`config.mk`:
```
export PLATFORM = sky130hd
export DESIGN_NAME = aiw_window
export DESIGN_NICKNAME = d
export VERILOG_FILES = /design/src/inc/aiw_pkg.sv /design/src/logic/aiw_window.sv
export VERILOG_INCLUDE_DIRS = /design/src /design/src/inc
export SDC_FILE = /design/constraint.sdc
export NUM_CORES = 1
export LEC_CHECK = 0
export ABC_AREA = 1
export BUFFER_PORTS_ARGS = -buffer_cell sky130_fd_sc_hd__buf_2
export CORE_UTILIZATION = 56
export DETAILED_ROUTE_END_ITERATION = 8
export GPL_TIMING_DRIVEN = 0
export PLACE_DENSITY = 0.77
export REMOVE_ABC_BUFFERS = 1
export SYNTH_ARGS = -nofsm -noshare
export SYNTH_HDL_FRONTEND = slang
export SYNTH_SLANG_ARGS = --single-unit
```
`constraint.sdc`:
```
create_clock -name clk_sys_i -period 4.4 [get_ports clk_sys_i]
set_clock_uncertainty 0.05 [all_clocks]
set_input_delay 0.66 -clock clk_sys_i [delete_from_list [all_inputs] [get_ports clk_sys_i]]
set_output_delay 0.66 -clock clk_sys_i [all_outputs]
set_load 0.01 [all_outputs]
```
`src/inc/aiw_consts.svh`:
```
// Purpose: Constants for the ancillary insertion window block
// Assumes: 32-bit register words, 8-bit register address
// Notes:   Included by bare name
`ifndef AIW_CONSTS_SVH
`define AIW_CONSTS_SVH

// ----------------------------------------
// Register offsets (byte addresses)
// ----------------------------------------
`define AIW_ADDR_W          8
`define AIW_OFF_THA_START   8'h00
`define AIW_OFF_THA_SIZE    8'h04
`define AIW_OFF_BHA_START   8'h08
`define AIW_OFF_BHA_SIZE    8'h0c
`define AIW_OFF_TVA_START   8'h10
`define AIW_OFF_TVA_SIZE    8'h14
`define AIW_OFF_STATUS      8'h18

// ----------------------------------------
// Field layout and reset values
// ----------------------------------------
`define AIW_VERT_MSB        26
`define AIW_VERT_LSB        16
`define AIW_HORIZ_MSB       10
`define AIW_HORIZ_LSB       0
`define AIW_RSV_HI_MSB      31
`define AIW_RSV_HI_LSB      27
`define AIW_RSV_LO_MSB      15
`define AIW_RSV_LO_LSB      11
`define AIW_UNDERRUN_BIT    31
`define AIW_FIELD_RESET     11'h000
`define AIW_LINE_FIRST      11'h001
`define AIW_PIX_FIRST       11'h000
`define AIW_DATA_RESET      8'h00
`define AIW_WORD_ZERO       32'h0000_0000
`define AIW_FIFO_DEPTH      16
`define AIW_BYTE_W          8

`endif

```
`src/inc/aiw_pkg.sv`:
```
// Purpose: Types for the ancillary insertion window block
// Assumes: aiw_consts.svh holds the numbers
// Notes:   Nothing is imported elsewhere
`include "aiw_consts.svh"

package aiw_pkg;

    // One placement register: line part and pixel part
    typedef struct packed {
        logic [10:0] vert;
        logic [10:0] horiz;
    } aiw_pair_type;

    typedef struct packed {
        aiw_pair_type tha_start;
        aiw_pair_type tha_size;
        aiw_pair_type bha_start;
        aiw_pair_type bha_size;
        aiw_pair_type tva_start;
        aiw_pair_type tva_size;
        logic [10:0]  line_cnt;
        logic [10:0]  pix_cnt;
        logic         underrun;
        logic [31:0]  rdata;
        logic [7:0]   out_data;
        logic         out_valid;
        logic         out_anc;
    } aiw_state_type;

endpackage

```
`src/logic/aiw_window.sv`:
```
// Purpose: Ancillary region placement registers, window compare, byte insertion
// Assumes: Timing strobes come from logic on clk_sys_i
// Notes:   Field select 0 = top field, 1 = bottom field
//
// Notes on behaviour
// - Each field holds 11-bit horizontal-region sizes
// - Bottom horizontal region starts at programmed line
// - Bottom horizontal region starts at programmed pixel
// - Top vertical region starts at programmed line
// - Top vertical region starts at programmed pixel
// - Reserved bits read zero; fields reset zero
// - Separate top/bottom settings, applied per field
// - Top horizontal region start line and pixel
// - Top vertical region holds line/pixel sizes
`timescale 1ns/1ps
`default_nettype none
`include "aiw_consts.svh"

// ----------------------------------------
// Ancillary byte FIFO
// ----------------------------------------
module aiw_fifo #(
    parameter int WIDTH = 8,
    parameter int DEPTH = 16
) (
    input  wire logic             clk_sys_i,
    input  wire logic             reset_i,
    input  wire logic [WIDTH-1:0] in_data_i,
    input  wire logic             in_valid_i,
    output logic                  in_ready_o,
    output logic      [WIDTH-1:0] out_data_o,
    output logic                  out_valid_o,
    input  wire logic             out_ready_i
);
    localparam int AW = $clog2(DEPTH);
    localparam int CW = $clog2(DEPTH + 1);

    typedef struct packed {
        logic [DEPTH-1:0][WIDTH-1:0] mem;
        logic [AW-1:0]               wptr;
        logic [AW-1:0]               rptr;
        logic [CW-1:0]               count;
    } aiw_fifo_state_type;

    aiw_fifo_state_type st_r;
    aiw_fifo_state_type st_nxt;
    logic               push;
    logic               pop;

    assign in_ready_o  = (st_r.count != CW'(DEPTH));
    assign out_valid_o = (st_r.count != '0);
    assign out_data_o  = st_r.mem[st_r.rptr];
    assign push        = in_valid_i && in_ready_o;
    assign pop         = out_ready_i && out_valid_o;

    always_comb begin
        st_nxt = st_r;
        if (push) begin
            st_nxt.mem[st_r.wptr] = in_data_i;
            st_nxt.wptr = (st_r.wptr == AW'(DEPTH - 1)) ? '0 : st_r.wptr + 1'b1;
        end
        if (pop) begin
            st_nxt.rptr = (st_r.rptr == AW'(DEPTH - 1)) ? '0 : st_r.rptr + 1'b1;
        end
        if (push && !pop) begin
            st_nxt.count = st_r.count + 1'b1;
        end else if (pop && !push) begin
            st_nxt.count = st_r.count - 1'b1;
        end
    end

    always_ff @(posedge clk_sys_i) begin
        if (reset_i) begin
            st_r <= '0;
        end else begin
            st_r <= st_nxt;
        end
    end
endmodule

// ----------------------------------------
// Top: registers, counters, insertion
// ----------------------------------------
module aiw_window (
    input  wire logic                   clk_sys_i,
    input  wire logic                   reset_i,
    input  wire logic [`AIW_ADDR_W-1:0] reg_addr_i,
    input  wire logic [31:0]            reg_wdata_i,
    input  wire logic                   reg_wr_i,
    input  wire logic                   reg_rd_i,
    output logic      [31:0]            reg_rdata_o,
    input  wire logic                   frame_start_i,
    input  wire logic                   line_start_i,
    input  wire logic                   pix_adv_i,
    input  wire logic                   field_i,
    input  wire logic [7:0]             video_data_i,
    input  wire logic [7:0]             anc_data_i,
    input  wire logic                   anc_valid_i,
    output logic                        anc_ready_o,
    output logic      [7:0]             out_data_o,
    output logic                        out_valid_o,
    output logic                        out_anc_o
);
    aiw_pkg::aiw_state_type st_r;
    aiw_pkg::aiw_state_type st_nxt;

    logic [7:0] fifo_data;
    logic       fifo_valid;
    logic       fifo_pop;
    logic       top_h_hit;
    logic       bot_h_hit;
    logic       top_v_hit;
    logic       in_region;

    // Rectangle test in 12 bits so start + size cannot wrap
    function automatic logic inside_win(input logic [10:0] pos,
                                        input logic [10:0] start,
                                        input logic [10:0] size);
        logic [11:0] end_pos;
        end_pos = {1'b0, start} + {1'b0, size};
        inside_win = ({1'b0, pos} >= {1'b0, start}) && ({1'b0, pos} < end_pos);
    endfunction

    function automatic logic [31:0] pack_pair(input aiw_pkg::aiw_pair_type p);
        pack_pair = `AIW_WORD_ZERO;
        pack_pair[`AIW_VERT_MSB:`AIW_VERT_LSB]   = p.vert;
        pack_pair[`AIW_HORIZ_MSB:`AIW_HORIZ_LSB] = p.horiz;
    endfunction

    function automatic aiw_pkg::aiw_pair_type unpack_pair(input logic [31:0] w);
        unpack_pair.vert  = w[`AIW_VERT_MSB:`AIW_VERT_LSB];
        unpack_pair.horiz = w[`AIW_HORIZ_MSB:`AIW_HORIZ_LSB];
    endfunction

    aiw_fifo #(
        .WIDTH (`AIW_BYTE_W),
        .DEPTH (`AIW_FIFO_DEPTH)
    ) u_fifo (
        .clk_sys_i   (clk_sys_i),
        .reset_i     (reset_i),
        .in_data_i   (anc_data_i),
        .in_valid_i  (anc_valid_i),
        .in_ready_o  (anc_ready_o),
        .out_data_o  (fifo_data),
        .out_valid_o (fifo_valid),
        .out_ready_i (fifo_pop)
    );

    // ----------------------------------------
    // Region compare
    // ----------------------------------------
    always_comb begin
        top_h_hit = !field_i
                 && inside_win(st_r.line_cnt, st_r.tha_start.vert, st_r.tha_size.vert)
                 && inside_win(st_r.pix_cnt, st_r.tha_start.horiz, st_r.tha_size.horiz);
        bot_h_hit = field_i
                 && inside_win(st_r.line_cnt, st_r.bha_start.vert, st_r.bha_size.vert)
                 && inside_win(st_r.pix_cnt, st_r.bha_start.horiz, st_r.bha_size.horiz);
        top_v_hit = !field_i
                 && inside_win(st_r.line_cnt, st_r.tva_start.vert, st_r.tva_size.vert)
                 && inside_win(st_r.pix_cnt, st_r.tva_start.horiz, st_r.tva_size.horiz);
        in_region = top_h_hit || bot_h_hit || top_v_hit;
    end

    // Stall the FIFO outside regions so it fills and pushes back
    assign fifo_pop = pix_adv_i && in_region;

    // ----------------------------------------
    // Next state
    // ----------------------------------------
    always_comb begin
        st_nxt = st_r;
        st_nxt.out_valid = 1'b0;

        if (frame_start_i) begin
            st_nxt.line_cnt = `AIW_LINE_FIRST;
            st_nxt.pix_cnt  = `AIW_PIX_FIRST;
        end else if (line_start_i) begin
            st_nxt.line_cnt = st_r.line_cnt + 11'h001;
            st_nxt.pix_cnt  = `AIW_PIX_FIRST;
        end else if (pix_adv_i) begin
            st_nxt.pix_cnt = st_r.pix_cnt + 11'h001;
        end

        if (pix_adv_i) begin
            st_nxt.out_valid = 1'b1;
            st_nxt.out_anc   = in_region && fifo_valid;
            st_nxt.out_data  = (in_region && fifo_valid) ? fifo_data : video_data_i;
        end

        // Register writes; reserved bits are simply not stored
        if (reg_wr_i) begin
            unique case (reg_addr_i)
                `AIW_OFF_THA_START: st_nxt.tha_start = unpack_pair(reg_wdata_i);
                `AIW_OFF_THA_SIZE:  st_nxt.tha_size  = unpack_pair(reg_wdata_i);
                `AIW_OFF_BHA_START: st_nxt.bha_start = unpack_pair(reg_wdata_i);
                `AIW_OFF_BHA_SIZE:  st_nxt.bha_size  = unpack_pair(reg_wdata_i);
                `AIW_OFF_TVA_START: st_nxt.tva_start = unpack_pair(reg_wdata_i);
                `AIW_OFF_TVA_SIZE:  st_nxt.tva_size  = unpack_pair(reg_wdata_i);
                default: ;
            endcase
        end

        // Reads: data in next cycle, unmapped reads zero
        st_nxt.rdata = `AIW_WORD_ZERO;
        if (reg_rd_i) begin
            unique case (reg_addr_i)
                `AIW_OFF_THA_START: st_nxt.rdata = pack_pair(st_r.tha_start);
                `AIW_OFF_THA_SIZE:  st_nxt.rdata = pack_pair(st_r.tha_size);
                `AIW_OFF_BHA_START: st_nxt.rdata = pack_pair(st_r.bha_start);
                `AIW_OFF_BHA_SIZE:  st_nxt.rdata = pack_pair(st_r.bha_size);
                `AIW_OFF_TVA_START: st_nxt.rdata = pack_pair(st_r.tva_start);
                `AIW_OFF_TVA_SIZE:  st_nxt.rdata = pack_pair(st_r.tva_size);
                `AIW_OFF_STATUS: begin
                    st_nxt.rdata = pack_pair('{vert: st_r.line_cnt, horiz: st_r.pix_cnt});
                    st_nxt.rdata[`AIW_UNDERRUN_BIT] = st_r.underrun;
                    st_nxt.underrun = 1'b0;
                end
                default: ;
            endcase
        end

        // Set wins over clear-on-read
        if (pix_adv_i && in_region && !fifo_valid) begin
            st_nxt.underrun = 1'b1;
        end
    end

    always_ff @(posedge clk_sys_i) begin
        if (reset_i) begin
            st_r          <= '0;
            st_r.line_cnt <= `AIW_LINE_FIRST;
            st_r.pix_cnt  <= `AIW_PIX_FIRST;
        end else begin
            st_r <= st_nxt;
        end
    end

    assign reg_rdata_o = st_r.rdata;
    assign out_data_o  = st_r.out_data;
    assign out_valid_o = st_r.out_valid;
    assign out_anc_o   = st_r.out_anc;
endmodule
`default_nettype wire

```
### After elaboration in Yosys (flattened, before gate mapping)

Cells that the tools add are included.

| operators by class | value |
|---|---|
| add/subtract/negate cells | 12 |
| $lt $le $gt $ge | 15 |
| equality and inequality tests | 9 |
| mux-type cells | 15 |
| bitwise logic cells | 1 |
| reduce and logical (&&, ||, !) cells | 41 |

Operators with widths:

| kind | number |
|---|---|
| case mux 32 bit (7 select lines) | 1 |
| bitwise mux 128 bit | 1 |
| adder 11 x 11 -> 12 bit | 6 |
| less-than comparator 11 x 12 -> 1 bit | 6 |
| greater-or-equal comparator 11 bit | 6 |
| 2-to-1 mux 33 bit | 1 |
| binary-select mux 8 bit (select 4 bit) | 1 |
| demux 8 bit (select 4 bit) | 1 |
| == test 8 x 5 -> 1 bit, second input constant | 3 |
| 2-to-1 mux 8 bit | 3 |
| adder 11 x 1 -> 11 bit, second input constant | 2 |
| logical AND 1 bit | 20 |
| == test 8 x 4 -> 1 bit, second input constant | 2 |
| AND reduction 2 bit | 7 |
| less-than comparator 4 x 5 -> 1 bit, second input constant | 2 |
| 2-to-1 mux 5 bit | 2 |
| adder 4 x 1 -> 4 bit, second input constant | 2 |
| == test 4 bit, second input constant | 2 |
| == test 8 x 3 -> 1 bit, second input constant | 1 |
| logical NOT 8 bit | 1 |
| 2-to-1 mux 4 bit | 2 |
| nonzero test 2 bit | 3 |
| adder 5 x 1 -> 5 bit, second input constant | 1 |
| inequality test 5 bit, second input constant | 1 |
| 10 further kinds | 16 |

| storage, ports and cells | value |
|---|---|
| register bits | 338 |
| input bits | 65 |
| output and inout bits | 43 |
| logic and storage cells | 131 |

### Logic depth before layout (Yosys ltp)

| depth | value |
|---|---|
| word-level depth | 12 |
| gate-level depth with buffers | 31 |
| gate-level depth less buffers | 31 |

### Hierarchy

Synthesis repeated with hierarchy kept, for this count alone.

| second synthesis, totals | value |
|---|---|
| cell total of the unflattened synthesis | 3,111 |
| area, all modules | 21,341.7 sq um |

By module, submodules not included:

| module | times used | cells each | area an instance (sq um) | seq. area each (sq um) |
|---|---|---|---|---|
| aiw_window | 1 | 1,843 | 13,530.5 | 3,763.6 |
| aiw_fifo | 1 | 1,268 | 7,811.2 | 2,822.7 |

### Least setup slack after synthesis

OpenSTA, ideal clock, no wires.

| timing path | value |
|---|---|
| path type | reg-to-reg |
| start | register st_r[175] (netlist bit) |
| end | register u_fifo.st_r[4] (netlist bit) |
| library setup time | 120 ps |
| arrival time | 4,171 ps |
| data required time | 4,230 ps |
| slack | 59 ps |
| stages on the path, launching flop included | 32 |
| buffers on the path | 0 |
| period minus slack after synthesis | 4,341 ps |
| cells stage by stage | dfxtp_1 -> ha_1 -> inv_1 -> fa_1 -> o21ai_1 -> a21oi_1 -> o21ai_1 -> a21oi_1 -> o21ai_0 -> nand2_1 -> nand2_1 -> a21oi_1 -> xor2_1 -> ha_1 -> inv_1 -> nor2_1 -> nand2_1 -> nand2_1 -> inv_1 -> nand2_1 -> nand3_2 -> nand3_2 -> ha_1 -> inv_1 -> fa_1 -> a21o_1 -> a21oi_1 -> nor2_1 -> nor2_1 -> nand2_1 -> o21ai_0 -> a21oi_1 |

| between the ends | value |
|---|---|
| word-level cells in the longest chain between the ends | 11 |
| elaborated cells on any way between the ends | 14 |
| classes of those cells | add/sub (1); order compare (2); mux (1); reduce/logical (10) |

Ends and longest elaborated chain:

| what | RTL line | source |
|---|---|---|
| start: declaration | aiw_window.sv:104 | `aiw_pkg::aiw_state_type st_r;` |
| start signal: assignment | aiw_window.sv:235 | `st_r <= st_nxt;` |
| adder 11 x 11 -> 12 bit | aiw_window.sv:120 | `end_pos = {1'b0, start} + {1'b0, size};` |
| less-than comparator 11 x 12 -> 1 bit | aiw_window.sv:121 | `inside_win = ({1'b0, pos} >= {1'b0, start}) && ({1'b0, pos} < end_pos);` |
| logical AND 1 bit (*) | aiw_window.sv:121 |  |
| logical AND 1 bit (*) | aiw_window.sv:155 | `&& inside_win(st_r.pix_cnt, st_r.tha_start.horiz, st_r.tha_size.horiz);` |
| logical OR 1 bit (*) (2 in series) | aiw_window.sv:162 | `in_region = top_h_hit \|\| bot_h_hit \|\| top_v_hit;` |
| logical AND 1 bit (*) | aiw_window.sv:166 | `assign fifo_pop = pix_adv_i && in_region;` |
| logical AND 1 bit (*) | aiw_window.sv:54 | `assign pop = out_ready_i && out_valid_o;` |
| logical NOT 1 bit | aiw_window.sv:65 | `if (push && !pop) begin` |
| logical AND 1 bit | aiw_window.sv:65 |  |
| 2-to-1 mux 5 bit or nonzero test 2 bit (tied branches) | -- |  |
| end signal: assignment | aiw_window.sv:76 | `st_r <= st_nxt;` |
| end: declaration | aiw_window.sv:45 | `aiw_fifo_state_type st_r;` |

Every way passes the cells marked *; elsewhere a longest branch is shown, timed or not.
A chain may end at the register's enable or synchronous reset.

### Final worst setup path

| timing path | value |
|---|---|
| start | register st_r[175] (netlist bit) |
| end | register u_fifo.st_r[3] (netlist bit) |

Same word-level chain as after synthesis.

==> results.py <==
metrics = {
    "placement": {
        "hpwlAfterDp_mm": 40.1,
        "place_congestion": 0.939,
        "portBuffers": 88,
        "place_inst": 3103,
    },
    "synthesis": {
        "ys_warn_count": 0,
        "synth.distinct_cells": 54,
        "yosysMostFrequentCell": "a21oi_1",
        "avgSynthCellArea_um2": 7.35,
        "synth_area_mm2": 0.0199,
        "ys.flop_type": "dfxtp_1",
        "netlist.area_leader.share_pct": 33.1,
        "async_flop_share_pct": 0,
        "synth_cells": 2710,
        "ys_seq_area_share_pct": 33.1,
        "synth_commonest_cells": "a21oi_1, inv_1, o21ai_0, dfxtp_1, nand2_1",
        "synth_top_cell_by_area": "dfxtp_1",
        "synth-seq-cells": 329,
        "synth-edff-count": 0,
        "synthTopCellsByArea": "dfxtp_1, ha_1, a21oi_1",
    },
    "setup_path": {
        "start_kind": "register",
        "max_stage_delay_ps": 400,
        "crit_family": "adder cells",
        "cpMaxStageDelayCell": "fa_2",
        "critical_path_buf_inv_count": 8,
        "critical_path_class": "reg2reg",
        "arrival_ps": 4870,
        "cp_max_fo": 4,
        "critical_path_required_ps": 4800,
        "end_kind": "register",
    },
    "cts": {
        "clk_latency_ps": 550,
        "tritoncts": "built",
        "cts_made_buffers": 39,
        "clockBufferDepth": 3,
        "cts.sinks": 329,
        "clk_pin_slew_worst_paths_ps": 60,
        "root_buffer": "clkbuf_16",
        "htree_levels": 2,
        "ctsHoldBuffers": 0,
    },
    "detailed_routing": {
        "wl_per_cell_um": 18.4,
        "drcViolationCount": 0,
        "vias": 18800,
        "top_layer_used": "met5",
        "wl_met1_mm": 23.9,
        "postRouteAntennaNets": 0,
        "drt-initial-drc-count": 1807,
        "wl_met3_mm": 4.82,
        "routed_wl_mm": 59.0,
        "firstDrtPassIters": 7,
        "met2_length_mm": 27.4,
        "viasPerCell": 5.87,
    },
    "floorplanning": {
        "rows": 68,
        "dieArea_mm2": 0.0363,
        "ios": 108,
        "coreArea_mm2": 0.0348,
        "die_y_um": 191,
        "start_util_pct": 57.2,
        "fp.dieW_um": 191,
    },
    "grt": {
        "grt_max_degree": 142,
        "grt_pass1_wl_mm": 91.9,
        "grt_pass1_vias": 17600,
        "overflow": 0,
        "grt_antenna_before_repair": 2,
        "grt_use_total_pct": 32.1,
    },
    "sta": {
        "timing.slew.headroom_pct": 7.12,
        "finalHoldViolCount": 0,
        "min_period_ps": 4470,
        "worst_slew_pin_slew_ps": 1390,
        "max_freq_ghz": 0.224,
        "finalSetupViolCount": 2,
        "rsz0062_at_grt": "true",
        "finalCritPeriodShare_pct": 102,
        "slew_viol_final": 0,
        "fin_ws_ps": -72.3,
        "setup-tns-final_ps": -144,
    },
    "power": {
        "ir_drop_uv": 316,
        "p_sw_uw": 1690,
        "clock_power_share_pct": 47.1,
        "cellPowerDensity_mw_per_mm2": 305,
        "p_leak_uw": 0.00907,
        "power.internal_uw": 5040,
        "seqPwrFrac_pct": 45.4,
        "p_comb_share_pct": 7.4,
        "power.share.switching_pct": 25.1,
    },
    "flow_run": {
        "cap_viol_max_count": 0,
    },
    "cells_and_area": {
        "multi_input_area_mm2": 0.0114,
        "fin_cells": 3209,
        "seq_area_mm2": 0.00662,
        "nFillCells": 3071,
        "drive_gt1_share_pct": 11.6,
        "areaGrowthSynthToFinish_pct": 10.9,
        "nets": 3003,
    },
    "hold_path": {
        "hold_path_class": "in2reg",
    },
    "outcome": {
        "status": "finished with violations",
        "violations": "setup timing",
    },
}
routing by layer:
layer	GRT usage, %	up-vias
met5	0	-
met4	16.0	2
met3	5.01	187
met2	53.4	821
met1	40.2	8676
li1	-	9162
registers in the layout, summed over array words and instances (netlist names):
| name | cells |
|---|---|
| out_data_o | 8 |
| out_valid_o | 1 |
| u_fifo.st_r | 141 |
| out_anc_o | 1 |
| st_r | 155 |
| reg_rdata_o | 23 |
cells by family (layout without fill, tap and decap cells):
family	Yosys count	in the layout	synth area share [%]
flops	329	329	33.1
compound gates	908	908	24.4
fa+ha+maj	210	210	13.5
xor+xnor	59	59	2.59
other cells	1	10	0.0188
simple gates	679	679	15.1
buf+inv	524	559	11.3
cell type report:
cell class	instances	share of cell area, %
Clock inverter	11	0.487
Multi-Input combinational cell	1865	51.7
Tap cell	455	2.58
Timing Repair Buffer	132	3.89
Antenna cell	1	0.0113
Inverter	361	6.19
Sequential cell	329	30.0
Clock buffer	55	5.14
cells in the final DEF (no fill, tap or decap), drive strengths merged, types with 19 or more instances in the layout:
cell    count
dfxtp     329
a21oi     448
ha        203
o21ai     344
inv       359
nand3      90
a221oi     38
xnor2      25
clkbuf     55
nor3       19
nand2     315
buf       132
o22ai      22
nand4      34
xor2       34
nor2      211
final timing paths:
kind / start / end / slack, ps / cells past startpoint
max: st_r[175]$_SDFFE_PP0P_ / u_fifo.st_r[3]$_SDFFE_PP0P_ / -70 / 33
min: reg_wdata_i[18] / st_r[166]$_SDFFE_PP0P_ / 370 / 3
max reg2reg: st_r[175]$_SDFFE_PP0P_ / u_fifo.st_r[3]$_SDFFE_PP0P_ / -70 / 33
min reg2reg: u_fifo.st_r[43]$_SDFFE_PP0P_ / u_fifo.st_r[43]$_SDFFE_PP0P_ / 390 / 2
repair_timing:
action | 4_1_cts | 5_1_grt
gates resized for setup | 59 | 36
setup buffers | 25 | 14
setup endpoints to repair | 5 | 4
pin swaps | 31 | 34
tightest hold or removal path, stage by stage:
cell and delay, ps:
buf_2 140, nor2_1 60, nor2_1 80
power by group through the flow:
stage / Combinational (µW) / Sequential (µW) / Clock [µW]
floorplan: 278 / 3120 / 0
global placement: 450 / 3120 / 0
detailed placement: 452 / 3120 / 0
CTS: 472 / 3060 / 3190
global route: 557 / 3060 / 3300
finish: 501 / 3060 / 3170
through the flow:
stage                     total power (µW)  util [%]  setup slack [ps]  area [µm²]  hold slack [ps]
after floorplan                       3400         -              -451       19000              372
after global placement                3570      57.6             -5150       20100              379
after detailed placement              3580      58.1              -910       20200              382
after CTS                             6720      62.8            -0.666       21800              361
after global routing                  6920      63.5              -387       22100              388
final                                 6730      63.5             -72.3       22100              372
(Power assumes the default switching activity.)
